===== config.mk =====
export PLATFORM = sky130hd
export DESIGN_NAME = dcr_top
export DESIGN_NICKNAME = d
export VERILOG_FILES = /design/src/common/dcr_pkg.sv /design/src/common/dcr_mem_if.sv /design/src/rtl/dcr_top.sv /design/src/rtl/dcr_coef_mem.sv
export SDC_FILE = /design/constraint.sdc
export NUM_CORES = 1
export LEC_CHECK = 0
export BUFFER_PORTS_ARGS = -buffer_cell sky130_fd_sc_hd__buf_2
export CAP_MARGIN = 30
export CORE_MARGIN = 4
export CORE_UTILIZATION = 65
export DETAILED_ROUTE_END_ITERATION = 16
export GPL_TIMING_DRIVEN = 0
export PLACE_DENSITY = 0.83
export SLEW_MARGIN = 10
export SYNTH_ARGS = -nofsm -noshare
export SYNTH_HDL_FRONTEND = slang
export SYNTH_HIERARCHICAL = 1
export SYNTH_SLANG_ARGS = --single-unit
export TNS_END_PERCENT = 50

===== constraint.sdc =====
create_clock -name mclk -period 7.13 [get_ports mclk]
set_input_delay 0.3565 -clock mclk [delete_from_list [all_inputs] [get_ports mclk]]
set_output_delay 0.3565 -clock mclk [all_outputs]
set_load 0.03 [all_outputs]

===== src/common/dcr_pkg.sv =====
// constants and types of the calibration register group
`default_nettype none
package dcr_pkg;
  // ****************************************
  // widths
  // ****************************************
  localparam int ADDR_W  = 5;
  localparam int DATA_W  = 8;
  localparam int COEF_W  = 6;
  localparam int DEPTH   = 64;
  localparam int DIVSEL_W = 3;
  localparam int DIVCNT_W = 8;
  // ****************************************
  // register addresses
  // ****************************************
  localparam logic [ADDR_W-1:0] ADDR_SPI_CTL   = 5'h00;
  localparam logic [ADDR_W-1:0] ADDR_DATA      = 5'h02;
  localparam logic [ADDR_W-1:0] ADDR_VERSION   = 5'h0D;
  localparam logic [ADDR_W-1:0] ADDR_CALIBRATION_STATE_AND_DIVIDER    = 5'h0E;
  localparam logic [ADDR_W-1:0] ADDR_MEMCTL    = 5'h0F;
  localparam logic [ADDR_W-1:0] ADDR_COEF_ADDR = 5'h10;
  localparam logic [ADDR_W-1:0] ADDR_COEF_DATA = 5'h11;
  // ****************************************
  // field positions
  // ****************************************
  localparam int CTL_EXTERNAL_REFERENCE_SELECT_BIT  = 0;
  localparam int CTL_SOFTWARE_RESET_BIT_BIT  = 5;
  localparam int DATA_CAL_CLOCK_ENABLE_BIT = 0;
  localparam int CALST_LSB      = 4;
  localparam int MC_DONE_BIT    = 7;
  localparam int MC_START_BIT   = 6;
  localparam int MC_WR_BIT      = 3;
  localparam int MC_RD_BIT      = 2;
  localparam int MC_RESTORE_BIT = 0;
  // ****************************************
  // reset values and masks
  // ****************************************
  localparam logic [DATA_W-1:0] CTL_RESET  = 8'h80;
  localparam logic [DATA_W-1:0] CTL_WMASK  = 8'hDF;
  localparam logic [DATA_W-1:0] DATA_RESET = 8'h00;
  localparam logic [DATA_W-1:0] DATA_WMASK = 8'h9D;
  localparam logic [COEF_W-1:0] COEF_ADDR_RESET = 6'h00;
  localparam logic [COEF_W-1:0] COEF_DATA_RESET = 6'h3F;
  localparam logic [COEF_W-1:0] COEF_LAST  = 6'h3F;
  localparam logic [DIVSEL_W-1:0] DIVSEL_RESET = 3'h0;
  localparam logic [8:0] DIV_BASE = 9'h100;
  localparam logic [8:0] DIV_ONE  = 9'h001;
  // ****************************************
  // calibration state field codes
  // ****************************************
  localparam logic [1:0] CALST_COEFFICIENT_DEFAULT_RESTORE = 2'h0;
  localparam logic [1:0] CALST_SELF  = 2'h1;
  localparam logic [1:0] CALST_USER  = 2'h3;
  typedef enum logic [1:0] {SEQ_IDLE, SEQ_CAL, SEQ_RESTORE} dcr_seq_t;
endpackage
`default_nettype wire


===== src/common/dcr_mem_if.sv =====
// coefficient memory port between sequencer and storage
`default_nettype none
interface dcr_mem_if;
  logic                       we;
  logic                       re;
  logic [dcr_pkg::COEF_W-1:0] addr;
  logic [dcr_pkg::COEF_W-1:0] wdata;
  logic [dcr_pkg::COEF_W-1:0] rdata;
  modport ctrl (output we, output re, output addr, output wdata, input rdata);
  modport mem  (input we, input re, input addr, input wdata, output rdata);
endinterface
`default_nettype wire


===== src/rtl/dcr_top.sv =====
// calibration and reference register group with coefficient sequencer
`default_nettype none
module dcr_top #(
  parameter logic [3:0]                 HW_REVISION = 4'h5,  // arbitrary value
  parameter logic [dcr_pkg::COEF_W-1:0] COEF_COEFFICIENT_DEFAULT_RESTORE  = 6'h20
) (
  // clock and reset
  input  wire logic                       mclk,
  input  wire logic                       nrst,
  // register access from the serial port controller
  input  wire logic                       regWrEn,
  input  wire logic                       regRdEn,
  input  wire logic [dcr_pkg::ADDR_W-1:0] regAddr,
  input  wire logic [dcr_pkg::DATA_W-1:0] regWrData,
  output logic      [dcr_pkg::DATA_W-1:0] regRdData,
  // calibration measurement
  input  wire logic [dcr_pkg::COEF_W-1:0] calMeasure,
  // control outputs
  output logic                            externalReferenceSelect,
  output logic                            calClockEnable,
  output logic                            calClockTick,
  output logic                            calBusy,
  output logic      [dcr_pkg::DATA_W-1:0] spiCtlBits,
  output logic      [dcr_pkg::DATA_W-1:0] dataCtlBits
);
  // ****************************************
  // state
  // ****************************************
  logic [dcr_pkg::DATA_W-1:0]   ctl_ff, dataReg_ff, rdData_ff;
  logic [dcr_pkg::COEF_W-1:0]   coefAddr_ff, coefData_ff, walk_ff;
  logic [dcr_pkg::DIVSEL_W-1:0] divSel_ff;
  logic [dcr_pkg::DIVCNT_W-1:0] divCnt_ff, nxt_divCnt, divLim;
  logic [1:0]                   calState_ff, nxt_calState;
  logic                         done_ff, nxt_done, rdPend_ff;
  dcr_pkg::dcr_seq_t            seq_ff, nxt_seq;
  dcr_mem_if                    memBus ();

  function automatic logic [dcr_pkg::DIVCNT_W-1:0] divLimit(input logic [2:0] sel);
    divLimit = dcr_pkg::DIVCNT_W'((dcr_pkg::DIV_BASE >> sel) - dcr_pkg::DIV_ONE);
  endfunction

  // ****************************************
  // decode
  // ****************************************
  wire idle      = (seq_ff == dcr_pkg::SEQ_IDLE);
  wire wrCtl     = regWrEn && (regAddr == dcr_pkg::ADDR_SPI_CTL);
  wire wrData    = regWrEn && (regAddr == dcr_pkg::ADDR_DATA);
  wire wrCalMem  = regWrEn && (regAddr == dcr_pkg::ADDR_CALIBRATION_STATE_AND_DIVIDER);
  wire wrMemCtl  = regWrEn && (regAddr == dcr_pkg::ADDR_MEMCTL);
  wire wrAddr    = regWrEn && (regAddr == dcr_pkg::ADDR_COEF_ADDR);
  wire wrCoef    = regWrEn && (regAddr == dcr_pkg::ADDR_COEF_DATA);
  wire swReset   = wrCtl && regWrData[dcr_pkg::CTL_SOFTWARE_RESET_BIT_BIT];
  // commands are ignored while a walk runs; restore beats start beats write beats read
  wire restoreReq = wrMemCtl && idle && regWrData[dcr_pkg::MC_RESTORE_BIT];
  wire startReq   = wrMemCtl && idle && !restoreReq && regWrData[dcr_pkg::MC_START_BIT];
  wire userWrReq  = wrMemCtl && idle && !restoreReq && !startReq
                    && regWrData[dcr_pkg::MC_WR_BIT];
  wire userRdReq  = wrMemCtl && idle && !restoreReq && !startReq && !userWrReq
                    && regWrData[dcr_pkg::MC_RD_BIT];
  wire lastStep   = (walk_ff == dcr_pkg::COEF_LAST);
  wire calStep    = (seq_ff == dcr_pkg::SEQ_CAL) && calClockTick;
  wire calFinish  = calStep && lastStep;
  wire restStep   = (seq_ff == dcr_pkg::SEQ_RESTORE);

  // ****************************************
  // calibration clock divider
  // ****************************************
  assign divLim       = divLimit(divSel_ff);
  assign calClockEnable = dataReg_ff[dcr_pkg::DATA_CAL_CLOCK_ENABLE_BIT];
  // >= guards a select change that drops the limit below the running count
  assign calClockTick = calClockEnable && (divCnt_ff >= divLim);
  assign nxt_divCnt   = (!calClockEnable || calClockTick) ? '0
                        : dcr_pkg::DIVCNT_W'(divCnt_ff + 1'b1);

  // ****************************************
  // sequencer
  // ****************************************
  always_comb begin
    nxt_seq = seq_ff;
    case (seq_ff)
      dcr_pkg::SEQ_IDLE: begin
        if (restoreReq) begin
          nxt_seq = dcr_pkg::SEQ_RESTORE;
        end else if (startReq) begin
          nxt_seq = dcr_pkg::SEQ_CAL;
        end
      end
      dcr_pkg::SEQ_CAL: begin
        if (calFinish) begin
          nxt_seq = dcr_pkg::SEQ_IDLE;
        end
      end
      dcr_pkg::SEQ_RESTORE: begin
        if (lastStep) begin
          nxt_seq = dcr_pkg::SEQ_IDLE;
        end
      end
      default: begin
        nxt_seq = dcr_pkg::SEQ_IDLE;
      end
    endcase
    if (swReset) begin
      nxt_seq = dcr_pkg::SEQ_IDLE;
    end
  end

  // set wins over any clear
  assign nxt_done = calFinish ? 1'b1 : (swReset || startReq || restoreReq) ? 1'b0 : done_ff;

  always_comb begin
    nxt_calState = calState_ff;
    if (swReset || restoreReq) begin
      nxt_calState = dcr_pkg::CALST_COEFFICIENT_DEFAULT_RESTORE;
    end else if (calFinish) begin
      nxt_calState = dcr_pkg::CALST_SELF;
    end else if (userWrReq) begin
      nxt_calState = dcr_pkg::CALST_USER;
    end
  end

  // ****************************************
  // memory port
  // ****************************************
  assign memBus.we    = calStep || restStep || userWrReq;
  assign memBus.re    = userRdReq;
  assign memBus.addr  = idle ? coefAddr_ff : walk_ff;
  assign memBus.wdata = (seq_ff == dcr_pkg::SEQ_CAL) ? calMeasure
                        : restStep ? COEF_COEFFICIENT_DEFAULT_RESTORE : coefData_ff;

  dcr_coef_mem u_dcr_coef_mem (
    .mclk    (mclk),
    .nrst    (nrst),
    .memPort (memBus.mem)
  );

  // ****************************************
  // registers
  // ****************************************
  always_ff @(posedge mclk or negedge nrst) begin
    if (!nrst) begin
      seq_ff      <= dcr_pkg::SEQ_IDLE;
      walk_ff     <= '0;
      done_ff     <= 1'b0;
      calState_ff <= dcr_pkg::CALST_COEFFICIENT_DEFAULT_RESTORE;
      divCnt_ff   <= '0;
      rdPend_ff   <= 1'b0;
    end else begin
      seq_ff      <= nxt_seq;
      walk_ff     <= (startReq || restoreReq) ? '0
                     : (calStep || restStep) ? dcr_pkg::COEF_W'(walk_ff + 1'b1) : walk_ff;
      done_ff     <= nxt_done;
      calState_ff <= nxt_calState;
      divCnt_ff   <= nxt_divCnt;
      rdPend_ff   <= userRdReq;
    end
  end

  // control register 0x00 survives software reset
  always_ff @(posedge mclk or negedge nrst) begin
    if (!nrst) begin
      ctl_ff <= dcr_pkg::CTL_RESET;
    end else if (wrCtl) begin
      ctl_ff <= regWrData & dcr_pkg::CTL_WMASK;
    end
  end

  always_ff @(posedge mclk or negedge nrst) begin
    if (!nrst) begin
      dataReg_ff  <= dcr_pkg::DATA_RESET;
      divSel_ff   <= dcr_pkg::DIVSEL_RESET;
      coefAddr_ff <= dcr_pkg::COEF_ADDR_RESET;
      coefData_ff <= dcr_pkg::COEF_DATA_RESET;
    end else if (swReset) begin
      dataReg_ff  <= dcr_pkg::DATA_RESET;
      divSel_ff   <= dcr_pkg::DIVSEL_RESET;
      coefAddr_ff <= dcr_pkg::COEF_ADDR_RESET;
      coefData_ff <= dcr_pkg::COEF_DATA_RESET;
    end else begin
      if (wrData) dataReg_ff <= regWrData & dcr_pkg::DATA_WMASK;
      if (wrCalMem) divSel_ff <= regWrData[dcr_pkg::DIVSEL_W-1:0];
      if (wrAddr) coefAddr_ff <= regWrData[dcr_pkg::COEF_W-1:0];
      if (wrCoef) begin
        coefData_ff <= regWrData[dcr_pkg::COEF_W-1:0];
      end else if (rdPend_ff) begin
        coefData_ff <= memBus.rdata;
      end
    end
  end

  // ****************************************
  // read back
  // ****************************************
  function automatic logic [7:0] regRead(input logic [4:0] a);
    case (a)
      dcr_pkg::ADDR_SPI_CTL:   regRead = ctl_ff;
      dcr_pkg::ADDR_DATA:      regRead = dataReg_ff;
      dcr_pkg::ADDR_VERSION:   regRead = {4'h0, HW_REVISION};
      dcr_pkg::ADDR_CALIBRATION_STATE_AND_DIVIDER:    regRead = {2'h0, calState_ff, 1'b0, divSel_ff};
      dcr_pkg::ADDR_MEMCTL:    regRead = {done_ff, seq_ff == dcr_pkg::SEQ_CAL, 6'h00};
      dcr_pkg::ADDR_COEF_ADDR: regRead = {2'h0, coefAddr_ff};
      dcr_pkg::ADDR_COEF_DATA: regRead = {2'h0, coefData_ff};
      default:                 regRead = 8'h00;
    endcase
  endfunction

  always_ff @(posedge mclk or negedge nrst) begin
    if (!nrst) begin
      rdData_ff <= 8'h00;
    end else if (regRdEn) begin
      rdData_ff <= regRead(regAddr);
    end
  end

  assign regRdData               = rdData_ff;
  assign externalReferenceSelect = ctl_ff[dcr_pkg::CTL_EXTERNAL_REFERENCE_SELECT_BIT];
  assign calBusy                 = !idle;
  assign spiCtlBits              = ctl_ff;
  assign dataCtlBits             = dataReg_ff;
endmodule
`default_nettype wire


===== src/rtl/dcr_coef_mem.sv =====
// static coefficient memory, registered read data
`default_nettype none
module dcr_coef_mem (
  // clock and reset
  input  wire logic mclk,
  input  wire logic nrst,
  // access port
  dcr_mem_if.mem    memPort
);
  logic [dcr_pkg::COEF_W-1:0] store [dcr_pkg::DEPTH];
  logic [dcr_pkg::COEF_W-1:0] rdata_ff;

  // storage has no reset: contents only change by user write, calibration walk or restore walk
  always_ff @(posedge mclk) begin
    if (memPort.we) begin
      store[memPort.addr] <= memPort.wdata;
    end
  end

  always_ff @(posedge mclk or negedge nrst) begin
    if (!nrst) begin
      rdata_ff <= '0;
    end else if (memPort.re) begin
      rdata_ff <= store[memPort.addr];
    end
  end

  assign memPort.rdata = rdata_ff;
endmodule
`default_nettype wire


==> summary.md <==
| Metric | Value |
|---|---|
| Status | complete, no violations |
| Period utilization | 0.835 |
| Clock latency on the worst-skew pair | 0.57 ns |
| Routed len/inst | 30.3 µm |
| Top_reg_cell synth | edfxtp_1 |
| Endpoint type of the worst setup path | flop |
| Via/cell ratio | between 7 and 8 |
| CP Data Arrival Time | 6.13 ns |
| Clock period minus worst slack | roughly 6 ns |
| Root buf cell | clkbuf_16 |
| Cts repair resizes | 0 |
| Cells after Synth | 1227 |
| Fin Hold WS | a little under 0.04 ns |
| Hold path cells | 2 |
| DRC Markers | 0 |
| Setup tns final | 0 ns |
| Fmax | roughly 0.17 GHz |
| CP Max Fanout | 10 |
| Cell mode on critical path | buf_2 |
| Max clock buf depth | 3 |
| Crit path cell chain | clkbuf_1 > nor2_1 > clkinv_1 > mux2_2 > buf_2 > buf_4 > buf_2 > buf_2 > buf_2 > nand3_1 > nor2_1 |
| PwrDens | about 260 nW/µm² |
| Overall routing resource usage | 0.336 |
| Final setup violation count | 0 |
| Sw frac | 0.212 |
| Final wirelength | 52800 µm |
| CP max-delay cell | nor2_1 |
| Max-slew violations | 0 |
| Port bufs | between 40 and 50 |
| Final Core Density | 0.750 |
| Yosys reg bits | around 450 |
| Syn-to-layout area delta | 12.8% |
| WP depth | 11 |
| Unrepaired setup endpoints after global routing | no |
| Ys Warns | 6 |
| Fraction of layout instances using a drive strength above 1 | 0.201 |
| Die ar. | between 30000 and 40000 µm² |
| CTS sink count | between 400 and 500 |
| Mapped Area | 18700 µm² |
| Slew HR | 0.363 |
| Top Ports | a little over 50 |
| Die height | about 180 µm |
| Die Wd | approximately 180 µm |
| Vias in the first global route | about 12000 |
| Internal power | around 4.4 mW |
| Async S/R FF share, synth | 0.137 |
| Clock power share | 0.430 |
| Final net count | about 1400 |
| CTS tree | yes |
| Sequential Power Share | 0.526 |
| Max cap viols | 0 |
| Pin count of the biggest net entering global routing | 62 |
| Worst Tran Pin Value | 0.955 ns |
| P_sw | approximately 1.2 mW |
| Post-route ant nets | 0 |
| Ant diodes | 0 |
| Post-CTS Setup Bufs | 0 |
| 1st-iter DRT viols | 2233 |
| Worst reg-to-reg path cell count | 11 |
| Fill cell count | between 1500 and 2000 |
| Startpoint Class | flop |
| TritonCTS Buffers | between 40 and 50 |
| Hold Path Class | primary input to flop |
| Netlist cell types | between 70 and 80 |
| First-pass GRT wire length | between 70000 and 80000 µm |
| Cell Rows | just over 60 |
| Initial antenna violation count | 0 |
| Slowest Stage Delay on Critical Path | around 0.8 ns |
| VDD IR max | around 0.23 mV |
| Sequential fraction of the synthesis area | 0.700 |
| CP top delay family | buffers and inverters |
| Final Hold Fails | 0 |
| Worst path bufs/invs | 7 |
| Core area | around 28000 µm² |
| Htree depth | 2 |
| Setup CP Type | flop to flop |
| Number of iterations in the first detailed-routing pass | 6 |
| GPL Wtd Cong | 1.00 |
| Clk_skew | roughly 0.027 ns |
| Number of enable flip-flop cells after synthesis | between 300 and 400 |
| Post-Syn Area per Cell | approximately 15 µm² |
| Initial Util | 0.665 |
| Combinational share of power | 0.043 |
| Routed via count | 12600 |
| Static Leakage | 7.64 nW |
| Post-DP HPWL | about 34000 µm |
| GR Overflow Total | 0 |
| Clock transition at path regs | 0.06 ns |
| Worst Path Required | 7.31 ns |
==> cell families after synthesis <==
logic type,Yosys count,share of synthesized area
other,1,0.000201
AND/OR/NAND/NOR,271,0.0687
multiplexers,145,0.100
adder cells (fa/ha/maj),9,0.00603
buffers and inverters,94,0.0258
XOR/XNOR,6,0.00281
flip-flops,445,0.700
AO/OA/AOI/OAI,256,0.0969
==> power by group through the flow <==
stage	registers, mW	clock network (mW)	logic (mW)
after floorplan	2.98	0	0.116
after global placement	2.97	0	0.215
after detailed placement	2.97	0	0.235
after CTS	2.91	2.39	0.238
after global routing	2.92	2.51	0.257
final	2.91	2.38	0.240
==> metal layers <==
layer | global-route usage | part of all wire | up-vias
li1 | - | - | 5030
met1 | 0.463 | 0.35 | 6138
met2 | 0.494 | 0.44 | 1158
met3 | 0.0922 | 0.14 | 267
met4 | 0.180 | 0.067 | 0
met5 | 0 | 0 | -
==> state kept, by name (all words and copies together) (netlist names), 2 cells and up <==
register and cells:
divSel_ff 3, spiCtlBits 7, u_dcr_coef_mem/store 384, dataCtlBits 5, coefData_ff 6, calState_ff 2
divCnt_ff 8, coefAddr_ff 6, regRdData 8, u_dcr_coef_mem/memPort.rdata 6, seq_ff 2, walk_ff 6
==> final timing paths <==
kind                                start                               to  slack, ns
setup reg to reg                seq_ff[0]      u_dcr_coef_mem/store[54][5]       1.18
min in group asynchronous            nrst                       walk_ff[2]       0.44
hold / removal               regWrData[5]                   coefData_ff[5]       0.04
hold reg to reg            calState_ff[0]                   calState_ff[0]       0.51
max in group asynchronous            nrst  u_dcr_coef_mem/memPort.rdata[3]       6.15
setup / recovery                seq_ff[0]      u_dcr_coef_mem/store[54][5]       1.18
==> through the flow <==
stage | cells | total power [mW] | cell area [µm²] | setup slack [ns]
3_3_place_gp | 1649 | 3.18 | 19400 | 1.29
5_1_grt | 1739 | 5.68 | 21100 | 1.13
3_5_place_dp | 1656 | 3.20 | 19600 | 1.50
6_report | 1739 | 5.53 | 21100 | 1.18
2_1_floorplan | 1230 | 3.10 | 18700 | 3.52
4_1_cts | 1736 | 5.54 | 21100 | 1.47
==> worst reg2reg max path, delay by kind of cell (launching register included) <==
kind                   cells  cell delay (ns)
muxes                      1             0.39
and+or+nand+nor            3             2.06
buffers and inverters      7             2.74
DFF                        1             0.38
==> synthesized netlist by cell type, types with 6 or more instances <==
cell,instances,share of area
a21oi_1,48,0.013
buf_4,18,0.0072
mux2_2,58,0.035
nand3_1,33,0.0088
a21o_1,7,0.0028
ha_1,9,0.0060
clkbuf_1,27,0.0054
dfrtp_1,54,0.072
nor2_1,116,0.023
inv_1,13,0.0026
o22ai_1,20,0.0067
dfstp_2,7,0.0098
o21ai_0,32,0.0086
a221oi_1,34,0.016
and2_1,6,0.0020
nor3_1,9,0.0024
edfxtp_1,384,0.62
buf_2,28,0.0075
a31oi_1,7,0.0023
a22o_1,12,0.0056
mux2i_1,60,0.032
nand2_1,47,0.0094
nor2b_1,12,0.0040
and3_1,14,0.0047
a22oi_1,44,0.018
mux4_2,25,0.030
a211oi_1,7,0.0028
==> cells in the final DEF, fill, tap and decap left out, drive strengths merged, types with 9 or more instances in the layout <==
master and n:
nand2 47, nand3 33, mux2i 60, mux2 58, clkbuf 85, mux4 27, o22ai 20, and3 14
a221oi 35, clkinv 15, a22oi 44, o21ai 34, a22o 12, buf 102, ha 9, a21oi 48
inv 16, nor2 116, nor3 9, dfrtp 54, edfxtp 384, nor2b 12
==> area by class of cell <==
class	count	area (µm²)	area share
timing repair buffer	52	390	0.0185
tap	378	473	0.0224
inverter	15	56.3	0.00267
clock buffer	57	1230	0.0585
sequential	445	13100	0.620
clock inverter	22	265	0.0126
multi-input combinational	691	5170	0.245
buffer	79	425	0.0202
==> what timing repair did <==
item / in CTS / in global routing
setup endpoints to repair: 0 / 0
endpoints found under the hold margin: 54 / 0
hold buffers: 1 / 0
Note: power is estimated with default switching activity, not from simulation.
